File: src/inc/qcbr_pkg.sv
/*
  Shared constants and types for the quadrature count bus readout block.
  Assumes one 10 MHz clock and an asynchronous active-low clear.
*/
package qcbr_pkg;
  // Widths of the position word and of the byte bus
  localparam int QCBR_POS_W = 16;
  localparam int QCBR_BYTE_W = 8;
  // Byte select encodings
  localparam logic QCBR_SEL_HIGH = 1'h0;
  localparam logic QCBR_SEL_LOW = 1'h1;
  // Position counter reset value and wrap limits
  localparam logic [15:0] QCBR_POS_RESET = 16'h0000;
  localparam logic [15:0] QCBR_POS_MAX = 16'hFFFF;
  localparam logic [15:0] QCBR_POS_ONE = 16'h0001;
  // Field positions of the two bytes
  localparam int QCBR_HI_MSB = 15;
  localparam int QCBR_HI_LSB = 8;
  localparam int QCBR_LO_MSB = 7;
  localparam int QCBR_LO_LSB = 0;
  // Channel pair (first, second) reset value
  localparam logic [1:0] QCBR_CH_RESET = 2'h0;

  // Inhibit logic states
  typedef enum logic [1:0] {
    QCBR_INH_OPEN = 2'b00,  // Latch follows counter
    QCBR_INH_HOLD = 2'b01,  // High byte read started, latch frozen
    QCBR_INH_LOWRD = 2'b10  // Low byte read seen, wait for bus release
  } qcbr_inh_t;
endpackage : qcbr_pkg

File: src/inc/qcbr_dec_if.sv
/*
  Carrier between the top module and the quadrature decoder.
  Assumes both ends run on the same clock.
*/
`timescale 1ns/10ps
interface qcbr_dec_if;
  logic ch_first;     // Filtered first channel
  logic ch_second;    // Filtered second channel
  logic count_event;  // Registered: a transition was decoded last edge
  logic count_up;     // Registered direction of the last transition
  modport decoder (input ch_first, input ch_second, output count_event, output count_up);
  modport core (output ch_first, output ch_second, input count_event, input count_up);
endinterface : qcbr_dec_if

File: src/design/qcbr_decoder.sv
/*
  4x quadrature decoder: compares the present channel pair with the last one.
  Assumes the channel inputs are already filtered and synchronous to clock.
*/
`timescale 1ns/10ps
module qcbr_decoder
  import qcbr_pkg::*;
(
  // Clock and clear
  input wire logic clock,
  input wire logic reset_n,
  // Link to the core
  qcbr_dec_if.decoder dec
);

  // Next state of the sequence going upward
  function automatic logic [1:0] qcbr_step_up(input logic [1:0] ab);
    case (ab)
      2'b10: qcbr_step_up = 2'b11;
      2'b11: qcbr_step_up = 2'b01;
      2'b01: qcbr_step_up = 2'b00;
      default: qcbr_step_up = 2'b10;
    endcase
  endfunction : qcbr_step_up

  logic [1:0] prev_ff, nxt_prev;  // Last sampled channel pair
  logic event_ff, nxt_event;      // Transition seen
  logic up_ff, nxt_up;            // Direction of that transition
  logic [1:0] cur;                // Present channel pair

  assign cur = {dec.ch_first, dec.ch_second};

  // Decode any change of state; an illegal jump still counts, keeping direction
  always_comb begin
    nxt_prev = cur;
    nxt_event = (cur != prev_ff);
    nxt_up = up_ff;
    if (cur == qcbr_step_up(prev_ff)) begin
      nxt_up = 1'b1;
    end else if (prev_ff == qcbr_step_up(cur)) begin
      nxt_up = 1'b0;
    end
  end

  // Register the decoder state
  always_ff @(posedge clock or negedge reset_n) begin
    if (!reset_n) begin
      prev_ff <= QCBR_CH_RESET;
      event_ff <= 1'b0;
      up_ff <= 1'b1;
    end else begin
      prev_ff <= nxt_prev;
      event_ff <= nxt_event;
      up_ff <= nxt_up;
    end
  end

  assign dec.count_event = event_ff;
  assign dec.count_up = up_ff;

  a_event_on_change: assert property (@(posedge clock) disable iff (!reset_n)
    (cur != prev_ff) |=> event_ff) else $error("missed transition");
endmodule : qcbr_decoder

File: src/design/qcbr_top.sv
/*
  Position counter, latch, inhibit logic, byte bus and count outputs.
  Assumes filtered channel inputs and bus controls synchronous to clock.
*/
`timescale 1ns/10ps
module qcbr_top
  import qcbr_pkg::*;
(
  // Clock and clear
  input wire logic clock,
  input wire logic reset_n,
  // Filtered quadrature channels
  input wire logic quad_channel_first,
  input wire logic quad_channel_second,
  // Bus controls from the host
  input wire logic byte_select,
  input wire logic bus_drive_enable_n,
  // Byte bus, three-state as data and enable
  output logic [QCBR_BYTE_W-1:0] byte_bus_out,
  output logic byte_bus_oe,
  // Count outputs for external counters
  output logic direction_flag,
  output logic decoder_count_pulse,
  output logic carry_borrow_pulse
);

  qcbr_dec_if dec ();  // Carrier to the decoder

  logic [QCBR_POS_W-1:0] count_ff, nxt_count;  // Position counter
  logic [QCBR_POS_W-1:0] latch_ff, nxt_latch;  // Position latch
  logic dcd_tr_ff, nxt_dcd_tr;                 // Decoder pulse, rise toggle
  logic cas_tr_ff, nxt_cas_tr;                 // Cascade pulse, rise toggle
  logic dcd_tf_ff, cas_tf_ff;                  // Fall-edge followers of toggles
  qcbr_inh_t inh_ff, nxt_inh;                  // Inhibit state
  logic wrap;                                  // Counter wraps this edge

  assign dec.ch_first = quad_channel_first;
  assign dec.ch_second = quad_channel_second;

  // Decoder instance
  qcbr_decoder u_decoder (
    .clock(clock),
    .reset_n(reset_n),
    .dec(dec)
  );

  // Wrap: up from the maximum or down from zero
  assign wrap = dec.count_event &&
    ((dec.count_up && count_ff == QCBR_POS_MAX) ||
     (!dec.count_up && count_ff == QCBR_POS_RESET));

  // Counter, latch and pulse toggles; a decoded event lands here one edge after
  // the decoder registered its direction, so direction leads each pulse
  always_comb begin
    nxt_count = count_ff;
    nxt_dcd_tr = dcd_tr_ff;
    nxt_cas_tr = cas_tr_ff;
    nxt_latch = latch_ff;
    if (dec.count_event) begin
      if (dec.count_up) begin
        nxt_count = count_ff + QCBR_POS_ONE;
      end else begin
        nxt_count = count_ff - QCBR_POS_ONE;
      end
      nxt_dcd_tr = !dcd_tr_ff;
    end
    if (wrap) begin
      nxt_cas_tr = !cas_tr_ff;
    end
    if (inh_ff == QCBR_INH_OPEN) begin
      nxt_latch = count_ff;
    end
  end

  // Rising-edge registers, cleared asynchronously
  always_ff @(posedge clock or negedge reset_n) begin
    if (!reset_n) begin
      count_ff <= QCBR_POS_RESET;
      latch_ff <= QCBR_POS_RESET;
      dcd_tr_ff <= 1'b0;
      cas_tr_ff <= 1'b0;
    end else begin
      count_ff <= nxt_count;
      latch_ff <= nxt_latch;
      dcd_tr_ff <= nxt_dcd_tr;
      cas_tr_ff <= nxt_cas_tr;
    end
  end

  // Falling-edge followers end each pulse half a cycle after it starts
  always_ff @(negedge clock or negedge reset_n) begin
    if (!reset_n) begin
      dcd_tf_ff <= 1'b0;
      cas_tf_ff <= 1'b0;
    end else begin
      dcd_tf_ff <= dcd_tr_ff;
      cas_tf_ff <= cas_tr_ff;
    end
  end

  // Inhibit: freeze on high-byte read, release after low read once bus lets go
  always_comb begin
    case (inh_ff)
      QCBR_INH_OPEN: begin
        if (!bus_drive_enable_n && byte_select == QCBR_SEL_HIGH) begin
          nxt_inh = QCBR_INH_HOLD;
        end else begin
          nxt_inh = QCBR_INH_OPEN;
        end
      end
      QCBR_INH_HOLD: begin
        if (!bus_drive_enable_n && byte_select == QCBR_SEL_LOW) begin
          nxt_inh = QCBR_INH_LOWRD;
        end else begin
          nxt_inh = QCBR_INH_HOLD;
        end
      end
      QCBR_INH_LOWRD: begin
        if (bus_drive_enable_n) begin
          nxt_inh = QCBR_INH_OPEN;
        end else begin
          nxt_inh = QCBR_INH_LOWRD;
        end
      end
      default: nxt_inh = QCBR_INH_OPEN;
    endcase
  end

  // Inhibit samples the bus controls on the falling edge
  always_ff @(negedge clock or negedge reset_n) begin
    if (!reset_n) begin
      inh_ff <= QCBR_INH_OPEN;
    end else begin
      inh_ff <= nxt_inh;
    end
  end

  // Byte mux follows select with no clock; bus driven while enable is low
  assign byte_bus_out = (byte_select == QCBR_SEL_HIGH) ?
    latch_ff[QCBR_HI_MSB:QCBR_HI_LSB] : latch_ff[QCBR_LO_MSB:QCBR_LO_LSB];
  assign byte_bus_oe = !bus_drive_enable_n;

  // Count outputs; each pulse is the XOR of a rise toggle and its fall-edge follower
  // Direction is the decoder's own register, settled one edge before each pulse
  assign direction_flag = dec.count_up;
  assign decoder_count_pulse = dcd_tr_ff ^ dcd_tf_ff;
  assign carry_borrow_pulse = cas_tr_ff ^ cas_tf_ff;

  a_byte_mux_sel: assert property (@(posedge clock) disable iff (!reset_n)
    byte_bus_out == ((byte_select == QCBR_SEL_LOW) ?
    latch_ff[QCBR_LO_MSB:QCBR_LO_LSB] : latch_ff[QCBR_HI_MSB:QCBR_HI_LSB]))
    else $error("wrong byte on bus");
  a_bus_enable: assert property (@(posedge clock) disable iff (!reset_n)
    byte_bus_oe != bus_drive_enable_n) else $error("bus enable wrong");
  a_latch_follow: assert property (@(posedge clock) disable iff (!reset_n)
    (inh_ff == QCBR_INH_OPEN) |=> latch_ff == $past(count_ff))
    else $error("latch missed count");
  a_latch_frozen: assert property (@(posedge clock) disable iff (!reset_n)
    (inh_ff != QCBR_INH_OPEN) |=> $stable(latch_ff)) else $error("latch moved");
  a_count_step: assert property (@(posedge clock) disable iff (!reset_n)
    dec.count_event && dec.count_up |=> count_ff == $past(count_ff) + QCBR_POS_ONE)
    else $error("counter step wrong");
  a_count_down: assert property (@(posedge clock) disable iff (!reset_n)
    dec.count_event && !dec.count_up |=> count_ff == $past(count_ff) - QCBR_POS_ONE)
    else $error("counter down step wrong");
  // A pulse starts at the edge after the event is seen: its rise toggle flips there
  a_pulse_rise: assert property (@(posedge clock) disable iff (!reset_n)
    dec.count_event |=> dcd_tr_ff != $past(dcd_tr_ff)) else $error("no decoder pulse");
  // Seen just before each rising edge, both pulses have already ended at the fall
  a_pulse_fall: assert property (@(posedge clock) disable iff (!reset_n)
    !decoder_count_pulse && !carry_borrow_pulse) else $error("pulse past fall");
  // Direction shown before the pulse rose matches the way the counter stepped
  a_dir_lead: assert property (@(posedge clock) disable iff (!reset_n)
    dec.count_event |=>
    $past(direction_flag) == (count_ff == $past(count_ff) + QCBR_POS_ONE))
    else $error("direction not settled before pulse");
  a_cascade_wrap: assert property (@(posedge clock) disable iff (!reset_n)
    wrap |=> cas_tr_ff != $past(cas_tr_ff) &&
    count_ff == ($past(dec.count_up) ? QCBR_POS_RESET : QCBR_POS_MAX))
    else $error("no cascade pulse");
  a_inhibit_on: assert property (@(negedge clock) disable iff (!reset_n)
    (inh_ff == QCBR_INH_OPEN && !bus_drive_enable_n && byte_select == QCBR_SEL_HIGH)
    |=> inh_ff == QCBR_INH_HOLD) else $error("inhibit not engaged");
  a_inhibit_off: assert property (@(negedge clock) disable iff (!reset_n)
    (inh_ff == QCBR_INH_LOWRD && bus_drive_enable_n) |=> inh_ff == QCBR_INH_OPEN)
    else $error("inhibit not released");
endmodule : qcbr_top

File: config.mk
export PLATFORM = sky130hd
export DESIGN_NAME = qcbr_top
export DESIGN_NICKNAME = d
export VERILOG_FILES = /design/src/inc/qcbr_pkg.sv /design/src/inc/qcbr_dec_if.sv /design/src/design/qcbr_decoder.sv /design/src/design/qcbr_top.sv
export SDC_FILE = /design/constraint.sdc
export NUM_CORES = 1
export LEC_CHECK = 0
export ABC_AREA = 1
export BUFFER_PORTS_ARGS = -buffer_cell sky130_fd_sc_hd__buf_2
export CAP_MARGIN = 5
export CORE_UTILIZATION = 60
export CTS_CLUSTER_DIAMETER = 60
export CTS_CLUSTER_SIZE = 10
export DETAILED_ROUTE_END_ITERATION = 8
export PLACE_DENSITY_LB_ADDON = 0.25
export RECOVER_POWER = 25
export SLEW_MARGIN = 10
export SYNTH_ARGS = -nofsm -noshare
export SYNTH_HDL_FRONTEND = slang
export SYNTH_HIERARCHICAL = 1
export SYNTH_SLANG_ARGS = --single-unit
File: constraint.sdc
create_clock -name clock -period 2.45 [get_ports clock]
set_input_delay 0.49 -clock clock [delete_from_list [all_inputs] [get_ports clock]]
set_output_delay 0.49 -clock clock [all_outputs]
set_load 0.03 [all_outputs]
**Yosys cells after proc, flatten, opt, wreduce, memory -nomap -nowiden**

Index checks and enable logic that the tools add are counted.

- Input port bits: 6
- Register bits: 42
- Output and inout port bits: 12

- Bitwise gates (word level): 3
- Eq/ne operators: 12
- Add/subtract/negate cells: 2
- Reductions and logical operators: 13
- Mux-type cells: 11

Operator list:

| kind | count |
|---|---|
| one-hot mux 2 bit (3 select lines) | 3 |
| adder 16 x 1 -> 16 bit, second input constant | 1 |
| == test 16 bit, second input constant | 1 |
| zero test 16 bit | 1 |
| 2-to-1 mux 16 bit | 1 |
| subtractor 16 x 1 -> 16 bit, second input constant | 1 |
| == test 2 bit, second input constant | 5 |
| 2-to-1 mux 8 bit | 1 |
| == test 2 x 1 -> 1 bit, second input constant | 3 |
| 2-to-1 mux 2 bit | 3 |
| logical AND 1 bit | 5 |
| == test 2 bit | 2 |
| zero test 1 bit | 4 |
| 2-to-1 mux 1 bit | 3 |
| zero test 2 bit | 1 |
| != test 2 bit | 1 |
| nonzero test 2 bit | 1 |
| XOR 1 bit | 2 |
| logical OR 1 bit | 1 |
| NOT 1 bit | 1 |

**Logic depth before layout (Yosys ltp)**

- Depth in word-level cells: 7
- Mapped depth: 11
- Gate-level depth less buffers: 11

**By module**

Netlist, hierarchy kept.

By module, submodules not included:

| module | area each (sq um) | cells an instance | instances | sequential area each (sq um) |
|---|---|---|---|---|
| qcbr_top | 2513.7 | 363 | 1 | 950.9 |
| qcbr_decoder | 171.4 | 18 | 1 | 101.3 |

==> flow_metrics.env <==
export IMPL_status="finished with violations"
export IMPL_violations="setup timing"
export IMPL_instances_no_fill=453
export IMPL_routedWlPerCell_um=12.8
export IMPL_fin_ws_ns=-0.332
export IMPL_antenna_found_initial=0
export IMPL_start_util_pct=64.8
export IMPL_drc=0
export IMPL_criticalPathCategory="flip-flop to primary output"
export IMPL_setup_viol=2
export IMPL_final_cell_area_um2=3000
export IMPL_maxSlewHeadroom_pct=30.2
export IMPL_globalRouteMet1Util_pct=34.0
export IMPL_cts_made_buffers=5
export IMPL_synth_edf_count=0
export IMPL_num_rows=23
export IMPL_grt_ovfl_total=0
export IMPL_synthArstFlopShare_pct=100
export IMPL_rsz0062_at_grt="true"
export IMPL_leakagePower_nw=1.61
export IMPL_ant_nets=0
export IMPL_grt_first_pass_wirelength_um=9520
export IMPL_cp_top_family="flip-flops"
export IMPL_post_cts_buffers=0
export IMPL_cts_hold_buffers=0
export IMPL_track_usage_pct=27.8
export IMPL_synth_largest_area_cell="dfrtp_1"
export IMPL_ys_ff_latch=42
export IMPL_drv_slew=0
export IMPL_synth_area_leaders="dfrtp_1, nand2_1, inv_1"
export IMPL_whs_ns=0.349
export IMPL_peakVddDrop_uv=870
export IMPL_synth_avg_cell_area_um2=7.05
export IMPL_syn_nets=402
export IMPL_first_global_vias=2227
export IMPL_cp_slowest_stage_delay_ns=0.48
export IMPL_dp_hpwl_um=4430
export IMPL_ctsResizeCount=4
export IMPL_yosysWarnings=6
export IMPL_portBuffers=17
export IMPL_worstPathRequired_ns=1.96
export IMPL_synth_top_area_share_pct=34.5
export IMPL_cts_path_max_buffers=2
export IMPL_worstPathArrival_ns=2.29
export IMPL_place_area_um2=2890
export IMPL_cts_sinks=42
export IMPL_crit_path_end_kind="primary output"
export IMPL_nets=423
export IMPL_dp_cells=445
export IMPL_finalHoldViolations=0
export IMPL_crit_buf_inv=1
export IMPL_layout_drive_gt1_share_pct=11.4
export IMPL_path_cells="xor2_4, buf_6"
export IMPL_worst_setup_path_start_kind="flip-flop"
export IMPL_detail_route_vias_per_cell=5.32
export IMPL_gr_usage_met3_pct=5.92
export IMPL_skew_ns=0.0107
export IMPL_hold_path_class="input port to asynchronous set/reset pin"
export IMPL_core_area_um2=4140
export IMPL_die_w_um=68.9
export IMPL_cts_tree="done"
export IMPL_crit_fanout=1
export IMPL_drv_cap=0
export IMPL_clockRootBuffer="clkbuf_8"
export IMPL_die_h_um=68.9
export IMPL_clkTransAtPathRegs_ns=0.08
export IMPL_drt_initial_drc_count=177
export IMPL_ys_seq_area_share_pct=39.2
export IMPL_fin_util_pct=72.4
export IMPL_vias=2412
export IMPL_grt_max_degree=34
export IMPL_syn_inst=381
export IMPL_synthDistinctLibCells=30
export IMPL_busiest_layer="met2"
export IMPL_grtUsageMet2_pct=48.5
export IMPL_tightest_slew_ns=1.05
export IMPL_place_congestion=0.874
export IMPL_dr_pass1_iters=4
export IMPL_boundaryPins=18
export IMPL_synth_area_um2=2690
export IMPL_dieArea_um2=4750
export IMPL_cts_max_level=2
export IMPL_clock_latency_ns=0.30
export IMPL_syn_to_final_growth_pct=11.8
export IMPL_routed_wl_um=5790
export IMPL_synth_ff_type="dfrtp_1"
export IMPL_antenna_cells=0
export IMPL_slowest_stage="dfrtn_1"
export IMPL_power_density_nw_per_um2=1440
-- registers in the layout (all words and copies together), names as in the netlist --
signal                     flops
u_decoder/dec.count_up         1
inh_ff                         2
dcd_tr_ff                      1
latch_ff                      16
dcd_tf_ff                      1
count_ff                      16
u_decoder/prev_ff              2
u_decoder/dec.count_event      1
cas_tr_ff                      1
cas_tf_ff                      1
-- Yosys cell counts (2+ instances only) --
cell / count
o21ai_1: 7
nand3_1: 23
dfrtn_1: 4
a21oi_1: 17
nand2_2: 4
nor2_1: 26
nand2_1: 129
inv_2: 6
or2_1: 4
buf_2: 6
o22ai_1: 2
xnor2_1: 3
nand3_2: 2
ha_1: 14
nand4_1: 4
nor3_1: 6
nand3b_1: 3
dfrtp_1: 37
o21ai_0: 16
clkbuf_1: 2
inv_1: 54
xor2_1: 4
-- worst paths after layout --
path	end	slack, ns	cells past startpoint	from
max in group asynchronous	cas_tf_ff$_DFF_NN0_	0.34	1	reset_n
min in group clock	u_decoder/prev_ff[1]$_DFF_PN0_	0.36	1	quad_channel_first
min	latch_ff[0]$_DFFE_PN0P_	0.35	1	reset_n
max reg2reg	count_ff[5]$_DFFE_PN0P_	0.25	8	u_decoder/dec.count_up$_DFFE_PN1P_
max	decoder_count_pulse	-0.33	2	dcd_tf_ff$_DFF_NN0_
min reg2reg	latch_ff[14]$_DFFE_PN0P_	0.53	2	latch_ff[14]$_DFFE_PN0P_
-- where the power goes --
group / internal [mW] / switching (mW) / leakage [nW]
combinational: 0.900 / 1.60 / 1.07
sequential: 1.00 / 0.265 / 0.487
clock: 0.304 / 0.241 / 0.0514
total: 2.21 / 2.11 / 1.61
-- worst reg2reg max path, stage by stage (launching register included) --
cell and delay [ns]:
dfstp_2 0.54, inv_1 0.25, ha_1 0.46, or2_1 0.26, nand3_1 0.11, nand2_2 0.08
or2_1 0.21, nand3_1 0.09, o21ai_1 0.08
-- area by class of cell --
cell class                      count  area, um2
Tap cell                           50       62.6
Clock inverter                      2       37.5
Multi-Input combinational cell    271       1410
Sequential cell                    42       1050
Timing Repair Buffer               22        141
Fill cell                         337       1140
Inverter                           60        225
Clock buffer                        6       72.6
-- cell usage in the layout (no fill, tap or decap) --
cell type / Yosys / routed
dfstp_2: 1 / 1
nand3b_1: 3 / 3
nand3_1: 23 / 23
nor3_1: 6 / 6
dfrtp_1: 37 / 37
buf_6: 0 / 2
a21boi_0: 1 / 1
nand3_2: 2 / 2
o21ai_1: 7 / 7
clkbuf_2: 0 / 1
clkbuf_8: 0 / 5
xor2_1: 4 / 2
buf_4: 0 / 3
o21ai_0: 16 / 16
a21oi_1: 17 / 17
nand2_2: 4 / 4
xnor2_1: 3 / 3
nor2_2: 0 / 1
inv_1: 54 / 54
nand4_1: 4 / 4
nor4_1: 1 / 1
clkbuf_1: 2 / 4
nand2_1: 129 / 129
o21ai_2: 1 / 1
xor2_4: 0 / 2
buf_2: 6 / 12
a21oi_4: 1 / 1
ha_1: 14 / 14
and2_2: 1 / 1
bufinv_16: 0 / 1
nor3_2: 1 / 1
o22ai_1: 2 / 2
inv_2: 6 / 6
nor2_1: 26 / 25
buf_12: 0 / 1
or2_1: 4 / 4
dfrtn_1: 4 / 4
fa_1: 1 / 1
clkinvlp_4: 0 / 1
-- layer usage --
metal / vias to the layer above / wire [um]
li1: 1236 / -
met1: 1120 / 2610
met2: 49 / 2810
met3: 7 / 292
met4: 0 / 78
met5: - / 0
-- logic make-up (layout without fill, tap and decap cells) --
logic type | Yosys count | count (layout) | synth area share [%]
buffers and inverters | 68 | 90 | 9.79
xor gates and xnor gates | 7 | 7 | 2.28
AOI/OAI and AO/OA | 45 | 45 | 9.13
DFF | 42 | 42 | 39.2
and+or+nand+nor | 204 | 204 | 32.3
adders and majority gates | 15 | 15 | 7.27
-- through the flow --
step                setup slack, ns  total power [mW]  TNS, ns
finish                       -0.332              4.32   -0.664
global route                 -0.372              4.75   -0.742
CTS                          -0.342              4.31   -0.682
detailed placement          -0.0681              3.72   -0.131
global placement            -0.0553              3.64   -0.109
floorplan                    0.0199              3.14        0
No activity file was read; power rests on OpenSTA's default activity.
